<file path="src/rtl/tbsc_pkg.sv">
// Package for the test bit stream configuration block: offsets, fields, rates
package tbsc_pkg;
  localparam int unsigned ADDR_W           = 8;
  localparam int unsigned DATA_W           = 24;
  localparam logic [7:0]  ADDR_BREAK_COUNT = 8'h29;
  localparam logic [7:0]  ADDR_CONFIG      = 8'h2a;
  localparam logic [7:0]  ADDR_GAIN        = 8'h2b;
  localparam logic [23:0] RESET_VALUE      = 24'h000000;
  localparam int unsigned INTERP_MSB       = 23;
  localparam int unsigned INTERP_LSB       = 16;
  localparam int unsigned WAVE_BIT         = 15;
  localparam int unsigned RATE_MSB         = 14;
  localparam int unsigned RATE_LSB         = 12;
  localparam int unsigned SYNC_BIT         = 11;
  localparam int unsigned CLOCK_PHASE_DELAY_MSB         = 10;
  localparam int unsigned CLOCK_PHASE_DELAY_LSB         = 8;
  localparam int unsigned LOOP_BIT         = 7;
  localparam int unsigned RUN_BIT          = 6;
  localparam int unsigned DATA_BIT_DELAY_MSB         = 5;
  localparam int unsigned DATA_BIT_DELAY_LSB         = 0;
  localparam int unsigned CORE_HZ          = 40_000_000;
  localparam int unsigned BASE_HZ          = 2_048_000;
  localparam int unsigned SLOW_HZ          = 4_000;
  localparam int unsigned DELAY_DEPTH      = 64;
  localparam int unsigned PHASE_STEPS      = 8;
  // Bit period in core cycles: 2.048 MHz is not an integer divisor of 40 MHz,
  // so the rate is made by a phase accumulator in units of BASE_HZ / 2^k.
  localparam logic [31:0] ACC_STEP_BASE    = 32'(64'(BASE_HZ) * 64'h100000000 / 64'(CORE_HZ));
  localparam logic [2:0]  RATE_SLOW_CODE   = 3'h0;
  localparam int unsigned SLOW_SHIFT       = 9;
  typedef enum logic [1:0] {
    TBSC_IDLE = 2'b00,
    TBSC_WAIT = 2'b01,
    TBSC_RUN  = 2'b11
  } tbsc_state_t;
endpackage : tbsc_pkg

</file>
<file path="src/rtl/tbsc_delay_line.sv">
// Bit delay line: shift register tapped at a selectable depth
`timescale 1ns/1ps
`default_nettype none
module tbsc_delay_line #(
  parameter int unsigned DEPTH = 64,
  parameter int unsigned SEL_W = 6
) (
  input  wire logic             i_core_clk,
  input  wire logic             i_rst_n,
  input  wire logic             i_clear,
  input  wire logic             i_shift,
  input  wire logic             i_bit,
  input  wire logic [SEL_W-1:0] i_tap,
  output logic                  o_bit
);
  logic [DEPTH-1:0] line_reg;

  always_ff @(posedge i_core_clk or negedge i_rst_n) begin
    if (!i_rst_n) begin
      line_reg <= '0;
    end else if (i_clear) begin
      // Flushed while stopped so a restart never replays an old stream
      line_reg <= '0;
    end else if (i_shift) begin
      line_reg <= {line_reg[DEPTH-2:0], i_bit};
    end
  end

  // Tap 0 is the newest bit, so the undelayed stream passes one stage only
  always_ff @(posedge i_core_clk or negedge i_rst_n) begin
    if (!i_rst_n) begin
      o_bit <= 1'b0;
    end else begin
      o_bit <= line_reg[i_tap];
    end
  end
endmodule : tbsc_delay_line
`default_nettype wire

</file>
<file path="src/rtl/tbsc_top.sv">
// Test bit stream configuration registers and stream timing
`timescale 1ns/1ps
`default_nettype none
// Behaviour
// Interpolation field bits 23:16 holds factor minus one; each value reused that often.
// Bit 15 selects impulse (1) or sine (0) waveform.
// Bits 14:12 select stream bit and clock rate, 4 kHz up to 2.048 MHz.
// Bit 11 makes the stream start only on a sync pulse.
// Bits 10:8 delay the stream clock by eighths of its period.
// Bit 7 loops stream data back into the modulator data inputs.
// Stream runs only while bit 6 is set.
// Bits 5:0 delay stream data by 0 to 63 bit periods.
// 24-bit read/write stream gain at 0x2b.
// 24-bit read/write break count at 0x29.
// All three registers reset to zero.
// Software changes fields only with run clear, then sets run.
module tbsc_top
  import tbsc_pkg::*;
#(
  parameter int unsigned CHANNELS = 4
) (
  input  wire logic                      i_core_clk,
  input  wire logic                      i_rst_n,
  input  wire logic [tbsc_pkg::ADDR_W-1:0] i_addr,
  input  wire logic [tbsc_pkg::DATA_W-1:0] i_wdata,
  input  wire logic                      i_wr,
  input  wire logic                      i_rd,
  output logic      [tbsc_pkg::DATA_W-1:0] o_rdata,
  input  wire logic                      i_sync,
  input  wire logic                      i_pattern_bit,
  output logic                           o_sample_req,
  output logic                           o_stream_data_out,
  output logic                           o_stream_clock_out,
  input  wire logic [CHANNELS-1:0]       i_modulator_data_in,
  output logic      [CHANNELS-1:0]       o_modulator_data,
  output logic                           o_impulse_mode,
  output logic      [tbsc_pkg::DATA_W-1:0] o_stream_gain_value,
  output logic      [tbsc_pkg::DATA_W-1:0] o_break_count_value,
  output logic                           o_running
);
  import tbsc_pkg::*;

  logic [DATA_W-1:0] config_reg;
  logic [DATA_W-1:0] gain_reg;
  logic [DATA_W-1:0] break_reg;
  logic [DATA_W-1:0] rdata_next;
  tbsc_state_t       state_reg;
  tbsc_state_t       state_next;
  logic [1:0]        sync_sr_reg;
  logic              sync_prev_reg;
  logic              sync_rise;
  logic [31:0]       acc_reg;
  logic [31:0]       acc_step;
  logic [31:0]       acc_sum;
  logic              phase_wrap;
  logic [2:0]        eighth_reg;
  logic              bit_tick;
  logic [7:0]        repeat_reg;
  logic              sample_bit_reg;
  logic              delayed_bit;
  logic              run_en;
  logic [2:0]        rate_code;
  logic [2:0]        clk_delay;
  logic              stream_clear;
  logic              clock_level;
  logic [CHANNELS-1:0] mod_meta_reg;
  logic [CHANNELS-1:0] mod_sync_reg;

  assign run_en    = config_reg[RUN_BIT];
  assign rate_code = config_reg[RATE_MSB:RATE_LSB];
  assign clk_delay = config_reg[CLOCK_PHASE_DELAY_MSB:CLOCK_PHASE_DELAY_LSB];
  assign stream_clear = (state_reg != TBSC_RUN);

  // Register writes; software is expected to hold run low while retuning,
  // fields changed while running take effect at once, except the interpolation factor, which waits for its next reload
  always_ff @(posedge i_core_clk or negedge i_rst_n) begin
    if (!i_rst_n) begin
      config_reg <= RESET_VALUE;
    end else if (i_wr && (i_addr == ADDR_CONFIG)) begin
      config_reg <= i_wdata;
    end
  end

  always_ff @(posedge i_core_clk or negedge i_rst_n) begin
    if (!i_rst_n) begin
      gain_reg <= RESET_VALUE;
    end else if (i_wr && (i_addr == ADDR_GAIN)) begin
      gain_reg <= i_wdata;
    end
  end

  always_ff @(posedge i_core_clk or negedge i_rst_n) begin
    if (!i_rst_n) begin
      break_reg <= RESET_VALUE;
    end else if (i_wr && (i_addr == ADDR_BREAK_COUNT)) begin
      break_reg <= i_wdata;
    end
  end

  // Unmapped addresses read as zero
  always_comb begin
    case (i_addr)
      ADDR_CONFIG:      rdata_next = config_reg;
      ADDR_GAIN:        rdata_next = gain_reg;
      ADDR_BREAK_COUNT: rdata_next = break_reg;
      default:          rdata_next = '0;
    endcase
  end

  always_ff @(posedge i_core_clk or negedge i_rst_n) begin
    if (!i_rst_n) begin
      o_rdata <= '0;
    end else if (i_rd) begin
      o_rdata <= rdata_next;
    end else begin
      o_rdata <= '0;
    end
  end

  // Sync pin crosses into the core domain through two flops
  always_ff @(posedge i_core_clk or negedge i_rst_n) begin
    if (!i_rst_n) begin
      sync_sr_reg <= 2'b00;
    end else begin
      sync_sr_reg <= {sync_sr_reg[0], i_sync};
    end
  end

  always_ff @(posedge i_core_clk or negedge i_rst_n) begin
    if (!i_rst_n) begin
      sync_prev_reg <= 1'b0;
    end else begin
      sync_prev_reg <= sync_sr_reg[1];
    end
  end
  assign sync_rise = sync_sr_reg[1] & ~sync_prev_reg;

  always_comb begin
    case (state_reg)
      TBSC_IDLE: begin
        if (!run_en) begin
          state_next = TBSC_IDLE;
        end else if (config_reg[SYNC_BIT]) begin
          state_next = TBSC_WAIT;
        end else begin
          state_next = TBSC_RUN;
        end
      end
      // Clearing the sync bit while waiting releases the stream, so a
      // missing sync pulse cannot hold the generator forever
      TBSC_WAIT: begin
        if (!run_en) begin
          state_next = TBSC_IDLE;
        end else if (!config_reg[SYNC_BIT] || sync_rise) begin
          state_next = TBSC_RUN;
        end else begin
          state_next = TBSC_WAIT;
        end
      end
      TBSC_RUN: begin
        if (run_en) begin
          state_next = TBSC_RUN;
        end else begin
          state_next = TBSC_IDLE;
        end
      end
      default:   state_next = TBSC_IDLE;
    endcase
  end

  always_ff @(posedge i_core_clk or negedge i_rst_n) begin
    if (!i_rst_n) begin
      state_reg <= TBSC_IDLE;
    end else begin
      state_reg <= state_next;
    end
  end

  // Accumulator step per rate code; code 0 is the lone non-binary rate
  always_comb begin
    if (rate_code == RATE_SLOW_CODE) begin
      acc_step = ACC_STEP_BASE >> SLOW_SHIFT;
    end else begin
      acc_step = ACC_STEP_BASE >> (3'h7 - rate_code);
    end
  end

  // The accumulator runs at eight times the bit rate so the clock can be
  // shifted in eighths; the step is scaled up by the phase count.
  assign acc_sum    = acc_reg + (acc_step << 3);
  assign phase_wrap = (state_reg == TBSC_RUN) && (acc_sum < acc_reg);

  always_ff @(posedge i_core_clk or negedge i_rst_n) begin
    if (!i_rst_n) begin
      acc_reg <= '0;
    end else if (stream_clear) begin
      acc_reg <= '0;
    end else begin
      acc_reg <= acc_sum;
    end
  end

  // Eighth of the bit period, the unit of the clock phase delay
  always_ff @(posedge i_core_clk or negedge i_rst_n) begin
    if (!i_rst_n) begin
      eighth_reg <= 3'h0;
    end else if (stream_clear) begin
      eighth_reg <= 3'h0;
    end else if (phase_wrap) begin
      eighth_reg <= eighth_reg + 3'h1;
    end
  end

  assign bit_tick = phase_wrap && (eighth_reg == 3'h7);

  // Each pattern value is held for factor bit periods before the next request
  always_ff @(posedge i_core_clk or negedge i_rst_n) begin
    if (!i_rst_n) begin
      repeat_reg <= 8'h00;
    end else if (stream_clear) begin
      repeat_reg <= 8'h00;
    end else if (bit_tick) begin
      if (repeat_reg == 8'h00) begin
        repeat_reg <= config_reg[INTERP_MSB:INTERP_LSB];
      end else begin
        repeat_reg <= repeat_reg - 8'h01;
      end
    end
  end

  always_ff @(posedge i_core_clk or negedge i_rst_n) begin
    if (!i_rst_n) begin
      sample_bit_reg <= 1'b0;
    end else if (stream_clear) begin
      sample_bit_reg <= 1'b0;
    end else if (bit_tick) begin
      sample_bit_reg <= i_pattern_bit;
    end
  end

  // One request per reload, so a factor of N+1 bit periods per value
  always_ff @(posedge i_core_clk or negedge i_rst_n) begin
    if (!i_rst_n) begin
      o_sample_req <= 1'b0;
    end else begin
      o_sample_req <= !stream_clear && bit_tick && (repeat_reg == 8'h00);
    end
  end

  tbsc_delay_line #(
    .DEPTH (DELAY_DEPTH),
    .SEL_W (DATA_BIT_DELAY_MSB - DATA_BIT_DELAY_LSB + 1)
  ) u_data_delay (
    .i_core_clk (i_core_clk),
    .i_rst_n    (i_rst_n),
    .i_clear    (stream_clear),
    .i_shift    (bit_tick),
    .i_bit      (sample_bit_reg),
    .i_tap      (config_reg[DATA_BIT_DELAY_MSB:DATA_BIT_DELAY_LSB]),
    .o_bit      (delayed_bit)
  );

  always_ff @(posedge i_core_clk or negedge i_rst_n) begin
    if (!i_rst_n) begin
      o_stream_data_out <= 1'b0;
    end else if (stream_clear) begin
      o_stream_data_out <= 1'b0;
    end else begin
      o_stream_data_out <= delayed_bit;
    end
  end

  // High for eighths 4..7, rotated by the configured phase delay
  assign clock_level = 3'(eighth_reg - clk_delay) >= 3'(PHASE_STEPS / 2);

  // The clock stands low outside a run so the converter sees no edges
  always_ff @(posedge i_core_clk or negedge i_rst_n) begin
    if (!i_rst_n) begin
      o_stream_clock_out <= 1'b0;
    end else if (stream_clear) begin
      o_stream_clock_out <= 1'b0;
    end else begin
      o_stream_clock_out <= clock_level;
    end
  end

  // Modulator pins come from another clock; two flops before any use
  always_ff @(posedge i_core_clk or negedge i_rst_n) begin
    if (!i_rst_n) begin
      mod_meta_reg <= '0;
    end else begin
      mod_meta_reg <= i_modulator_data_in;
    end
  end

  always_ff @(posedge i_core_clk or negedge i_rst_n) begin
    if (!i_rst_n) begin
      mod_sync_reg <= '0;
    end else begin
      mod_sync_reg <= mod_meta_reg;
    end
  end

  // Loopback replaces every modulator input with the stream data
  always_ff @(posedge i_core_clk or negedge i_rst_n) begin
    if (!i_rst_n) begin
      o_modulator_data <= '0;
    end else if (config_reg[LOOP_BIT]) begin
      o_modulator_data <= {CHANNELS{o_stream_data_out}};
    end else begin
      o_modulator_data <= mod_sync_reg;
    end
  end

  assign o_impulse_mode      = config_reg[WAVE_BIT];
  assign o_stream_gain_value = gain_reg;
  assign o_break_count_value = break_reg;
  assign o_running           = (state_reg == TBSC_RUN);
endmodule : tbsc_top
`default_nettype wire

</file>
<file path="config.mk">
export PLATFORM = sky130hd
export DESIGN_NAME = tbsc_top
export DESIGN_NICKNAME = d
export VERILOG_FILES = /design/src/rtl/tbsc_pkg.sv /design/src/rtl/tbsc_delay_line.sv /design/src/rtl/tbsc_top.sv
export SDC_FILE = /design/constraint.sdc
export NUM_CORES = 1
export LEC_CHECK = 0
export ABC_CLOCK_PERIOD_IN_PS = 6300
export CAP_MARGIN = 25
export CELL_PAD_IN_SITES_DETAIL_PLACEMENT = 1
export CELL_PAD_IN_SITES_GLOBAL_PLACEMENT = 1
export CORE_UTILIZATION = 40
export CTS_BUF_LIST = sky130_fd_sc_hd__clkbuf_4 sky130_fd_sc_hd__clkbuf_8
export DETAILED_ROUTE_END_ITERATION = 8
export DONT_BUFFER_PORTS = 1
export GPL_TIMING_DRIVEN = 0
export HOLD_SLACK_MARGIN = 0.02
export PLACE_DENSITY_LB_ADDON = 0.1
export SYNTH_ARGS = -nofsm -noshare
export SYNTH_HDL_FRONTEND = slang
export SYNTH_SLANG_ARGS = --single-unit
export TNS_END_PERCENT = 20
</file>
<file path="constraint.sdc">
create_clock -name i_core_clk -period 6.3 [get_ports i_core_clk]
set_input_delay 1.26 -clock i_core_clk [delete_from_list [all_inputs] [get_ports i_core_clk]]
set_output_delay 1.26 -clock i_core_clk [all_outputs]
set_load 0.02 [all_outputs]
</file>
== After elaboration in Yosys (flattened, before gate mapping) ==
Index checks and enable logic that the tools add are counted.

* Register bits: 225
* Input bits: 42
* Output and inout bits: 81
* Logic and storage cells: 76

* $add $sub $neg: 5
* Magnitude comparators: 3
* Equal/unequal tests: 7
* Shift-type cells: 1
* Multiplexer cells: 24
* Bitwise gates (word level): 2
* Reductions and logical operators: 15

{| class="wikitable"
|+ Operators by type and width
! cell !! count
|-
| 2-to-1 mux 64 bit || 2
|-
| case mux 24 bit (3 select lines) || 1
|-
| adder 32 bit || 1
|-
| less-than comparator 32 bit || 1
|-
| 2-to-1 mux 32 bit || 1
|-
| 2-to-1 mux 29 bit || 1
|-
| >> shifter 28 x 3 -> 29 bit (first input constant) || 1
|-
| == test 8 x 6 -> 1 bit (second input constant) || 3
|-
| 2-to-1 mux 24 bit || 1
|-
| 2-to-1 mux 8 bit || 3
|-
| 2-to-1 mux 2 bit || 5
|-
| zero test 8 bit || 1
|-
| subtractor 8 x 1 -> 8 bit (second input constant) || 1
|-
| logical AND 1 bit || 7
|-
| less-than comparator 6 x 7 -> 1 bit (second input constant) || 1
|-
| binary-select mux 1 bit (select 6 bit) || 1
|-
| 2-to-1 mux 3 bit || 2
|-
| case mux 2 bit (3 select lines) || 1
|-
| 2-to-1 mux 1 bit || 5
|-
| 2-to-1 mux 4 bit || 1
|-
| nonzero test 2 bit || 2
|-
| adder 3 x 1 -> 3 bit (second input constant) || 1
|-
| == test 3 bit (second input constant) || 1
|-
| greater-or-equal comparator 3 bit (second input constant) || 1
|-
| other kinds (11) || 12
|}

== Depth between registers and ports, before layout ==
* Depth in word-level cells: 9
* Depth in mapped cells: 27
* Gate-level depth less buffers: 23

== By module ==
A second synthesis with hierarchy kept.

* Cell total of the unflattened synthesis: 1,040
* Area total of the unflattened synthesis: 11,668.7 sq um

{| class="wikitable"
|+ Modules (own cells, without submodules)
! module !! instances !! cells an instance !! area an instance (sq um) !! seq. area each (sq um)
|-
| tbsc_top || 1 || 793 || 8,500.7 || 3,928.8
|-
| tbsc_delay_line || 1 || 247 || 3,168.0 || 1,626.6
|}

== Worst setup path after synthesis ==
Ideal clock, no wire load.

* Kind: reg-to-reg
* Start point: register config_reg[13]
* End point: register u_data_delay.line_reg[23]
* Library setup time: 0.079 ns
* Arrival: 5.713 ns
* Required time: 6.221 ns
* Path slack: 0.507 ns
* Stages on the path, launching flop included: 27
* Path buffers: 4
* Period minus slack after synthesis: 5.793 ns
* Path through: dfrtp_1 clkbuf_1 inv_1 ha_1 clkbuf_1 nor2b_1 nor2_1 ha_1 fa_1 a211oi_1 nor2_1 o211a_1 o21a_1 or2_2 and2_1 nor2_1 ha_1 a21o_1 a211o_1 a2111oi_0 a2111oi_0 a2111oi_1 nand4_1 nand2_2 buf_6 buf_6 mux2i_1

* Word-level cells in the longest chain between the ends: 8
* Elaborated cells on any way between the ends: 9
* Classes of those cells: add/sub (2); order compare (1); shift (1); mux (1); reduce/logical (4)

{| class="wikitable"
|+ Ends and longest elaborated chain
! item !! RTL line !! RTL
|-
| start, declared || tbsc_top.sv:43 || <nowiki>logic [DATA_W-1:0] config_reg;</nowiki>
|-
| start signal, assigned || tbsc_top.sv:80 || <nowiki>config_reg <= i_wdata;</nowiki>
|-
| subtractor 3 bit || tbsc_top.sv:184 || <nowiki>acc_step = ACC_STEP_BASE >> (3'h7 - rate_code);</nowiki>
|-
| >> shifter 28 x 3 -> 29 bit || tbsc_top.sv:184 ||
|-
| 2-to-1 mux 29 bit * || tbsc_top.sv:181 || <nowiki>if (rate_code == RATE_SLOW_CODE) begin</nowiki>
|-
| adder 32 bit * || tbsc_top.sv:190 || <nowiki>assign acc_sum = acc_reg + (acc_step << 3);</nowiki>
|-
| less-than comparator 32 bit * || tbsc_top.sv:191 || <nowiki>assign phase_wrap = (state_reg == TBSC_RUN) && (acc_sum < acc_reg);</nowiki>
|-
| logical AND 1 bit * || tbsc_top.sv:191 ||
|-
| logical AND 1 bit * || tbsc_top.sv:214 || <nowiki>assign bit_tick = phase_wrap && (eighth_reg == 3'h7);</nowiki>
|-
| nonzero test 2 bit (no source line) * || - ||
|-
| end signal, assigned || tbsc_delay_line.sv:25 || <nowiki>line_reg <= {line_reg[DEPTH-2:0], i_bit};</nowiki>
|-
| end, declared || tbsc_delay_line.sv:16 || <nowiki>logic [DEPTH-1:0] line_reg;</nowiki>
|}

Mark *: on every way between the ends. The rest lies on a longest branch, timed or not.
A chain may end at the register's enable or synchronous reset.

== Worst setup path in the final report ==
* Start point: register config_reg[12]
* End point: register u_data_delay.line_reg[33]

Same word-level chain as after synthesis.

==> metrics <==
total vias in the final route 8181; number of different library cells in the post-synthesis netlist 67; Reg clk slew, reported paths 0.05 ns; router iterations before antenna repair 7; core area 28100 µm²; xor/xnor share of the synthesized area 1.67%; launch instance of the worst register-to-register path config_reg[12]$_DFFE_PN0P_; cell type with the highest aggregate area in the netlist dfrtp_1; dpl cell area 12000 µm²; Routed wire per std cell 20.7 µm; Hold Path Class flip-flop to flip-flop; worst r2r dst u_data_delay.line_reg[33]$_DFFE_PN0P_; I/O pin total 123; Vert. Die Dim 172 µm; clock tree buffer depth 3; Compound-Gate Fraction of Synth Area 11.5%; simple-gate portion of the synthesized area 10.5%; violation count after the first detailed-route iteration 497; r2r worst-path depth 26; timing startpoint of the critical path config_reg[12]$_DFFE_PN0P_; most frequent cells after synthesis dfrtp_1, nand2_1, mux2_2; multi-input combinational cell area 5690 µm²; max-cap violation count 0; startpoint of the tightest hold check path mod_meta_reg[0]$_DFF_PN0_; RD Place Congestion 0.804; category of the critical setup timing path flip-flop to flip-flop; total of endpoints with negative setup slack in the final report 0; drt via density 5.54; Non-Filler Cell Area, Final 13100 µm²; area added between synthesis and finish 13.4%; filler cell count 3093; detailed-placement wirelength estimate 21.7 mm; total of warnings raised by yosys 0; mux contribution to synthesized area 16.9%; TritonCTS Buffers 42; most frequently used cell type in the post-synthesis netlist dfrtp_1; synthesized net count 1136; post-synthesis area per instance 11.3 µm²; maximum number of pins on one net before global-route repair 223; actual slew at the worst max-slew pin 0.844 ns; first-pass GRT wire length 47.8 mm; vias in the first global route 8652; number of synthesized register bits 222; Highest Clock Rate 167 MHz; CP endpoint u_data_delay.line_reg[33]$_DFFE_PN0P_; setup slack on the worst flop-to-flop path 0.32 ns; TritonCTS clock tree done; combinational family with the most area after synthesis multiplexers; worst relative slew slack 43.7%; full die area 29500 µm²; worst skew pair latency 0.55 ns; starting density of the core 41.1%; Netlist Area Pre-Place 11500 µm²; number of antenna violations at the first check in global routing 0; post-layout min period 5.98 ns; proportion of synthesized chip area in sequential cells 48.1%; Total Routing Usage GR 20.9%; Hold Violations, Final 0; # rows 61; most used flip-flop cell after synthesis dfrtp_1; CTS sink cnt 222; total congestion overflow 0; outcome finished clean; Synth top area share 48.1%; final routed wirelength across all metal layers 30.5 mm; maximum level of the CTS H-tree 2; antenna cells 0; share of layout cells above drive strength 1 19.3%; maximum vdd ir drop 0.150 mV; arrival time reported for the critical path endpoint 6.42 ns; final period utilization 94.9%; sequential cell area 5560 µm²; required time of the worst setup path 6.74 ns; leakage power summed over all cells 5.97 nW; width of the die 172 µm; total power of the final layout 3.19 mW; Nets 1183; maximum fanout count along the critical path 10; count of antenna-violating nets left after detailed routing 0; top area cells in the synthesized netlist dfrtp_1, ha_1, mux2_2; adder-cell share of the synthesized area 7.43%; worst clock skew 0.0310 ns; asr flop ratio synth 100%; number of enable flip-flop cells after synthesis 0; CP endpoint kind flip-flop; final number of max-transition violations 0; power density cells 243 nW/µm²; IO Port Bufs 0; DRC violations left 0; Clock Root Buffer clkbuf_8; share of the core filled with cells 46.6%; Post-Syn Instances 1026; number of flip-flops under the largest register name 64; Worst setup SP type flip-flop
power by group:
part | internal, mW | switching [mW] | leakage (nW)
Clock | 0.853 | 0.618 | 0.465
Sequential | 1.45 | 0.0500 | 3.05
Combinational | 0.0922 | 0.119 | 2.46
Total | 2.40 | 0.787 | 5.97
how the worst min path moves through the flow:
stage	to	slack (ns)	cells after the start
finish	mod_sync_reg[0]$_DFF_PN0_	0.35	0
global route	mod_sync_reg[1]$_DFF_PN0_	0.35	0
CTS	mod_sync_reg[1]$_DFF_PN0_	0.35	0
detailed placement	mod_sync_reg[1]$_DFF_PN0_	0.34	0
global placement	mod_sync_reg[3]$_DFF_PN0_	0.33	0
floorplan	mod_sync_reg[0]$_DFF_PN0_	0.33	0
what timing repair did:
action,4_1_cts,5_1_grt
setup buffers,2,3
pin swaps,2,5
hold buffers,0,0
gates resized for setup,15,27
setup endpoints to repair,77,77
critical path, cell delays in order (launching register included):
cell and delay (ns):
dfrtp_2 0.42, clkbuf_4 0.24, inv_2 0.09, ha_1 0.36, nor3_1 0.21, a21oi_1 0.09, ha_2 0.44, o21ai_0 0.19
a211oi_2 0.31, o2111ai_2 0.24, a31oi_4 0.29, o211ai_1 0.20, buf_4 0.19, o2111ai_1 0.19, o31ai_1 0.12, or2_2 0.32
ha_1 0.29, o2111ai_2 0.10, buf_4 0.16, a2111oi_4 0.04, a2111oi_4 0.37, nand4_1 0.13, buf_4 0.18, nand2_2 0.11
buf_8 0.18, buf_6 0.19, mux2i_1 0.20
layout by cell type, fill, tap and decap left out, types with 26 or more instances in the layout:
master,n
a21oi_1,49
and2_1,26
clkbuf_1,36
clkbuf_8,55
o21ai_0,29
mux2i_1,67
inv_1,52
mux2_2,72
dfrtp_1,220
nor2_1,58
nand2_1,111
ha_1,65
routing by layer:
metal  global-route usage [%]  vias to the layer above  wire length, µm
met5                        0                        -                0
li1                         -                     3816                -
met4                     6.58                        0              608
met1                     27.3                     4182            13700
met3                     3.71                       42             1180
met2                     35.2                      141            15000
cell families (layout without fill, tap and decap cells):
| family | after synthesis | count (layout) |
|---|---|---|
| AO/OA/AOI/OAI | 188 | 188 |
| XOR/XNOR | 22 | 22 |
| adder cells (fa/ha/maj) | 68 | 68 |
| buffers and inverters | 104 | 178 |
| flip-flops | 222 | 222 |
| multiplexers | 160 | 160 |
| AND/OR/NAND/NOR | 262 | 262 |
stage by stage:
step                hold WS [ns]  worst slack [ns]  setup TNS, ns  instances
floorplan                  0.331             0.507              0       1026
global placement           0.332             -1.18         -80.01       1404
detailed placement         0.336             -1.07         -72.22       1404
CTS                        0.351           0.00222              0       1476
global route               0.350           -0.0193        -0.0663       1478
finish                     0.349             0.321              0       1478
cell type report:
| cell class | instances | share of cell area [%] |
|---|---|---|
| multi-input combinational | 700 | 43.5 |
| sequential | 222 | 42.5 |
| clock buffer | 68 | 6.53 |
| tap | 378 | 3.61 |
| buffer | 48 | 1.90 |
| inverter | 54 | 1.57 |
| timing repair buffer | 5 | 0.287 |
| clock inverter | 3 | 0.182 |
No activity file was read; power rests on OpenSTA's default activity.
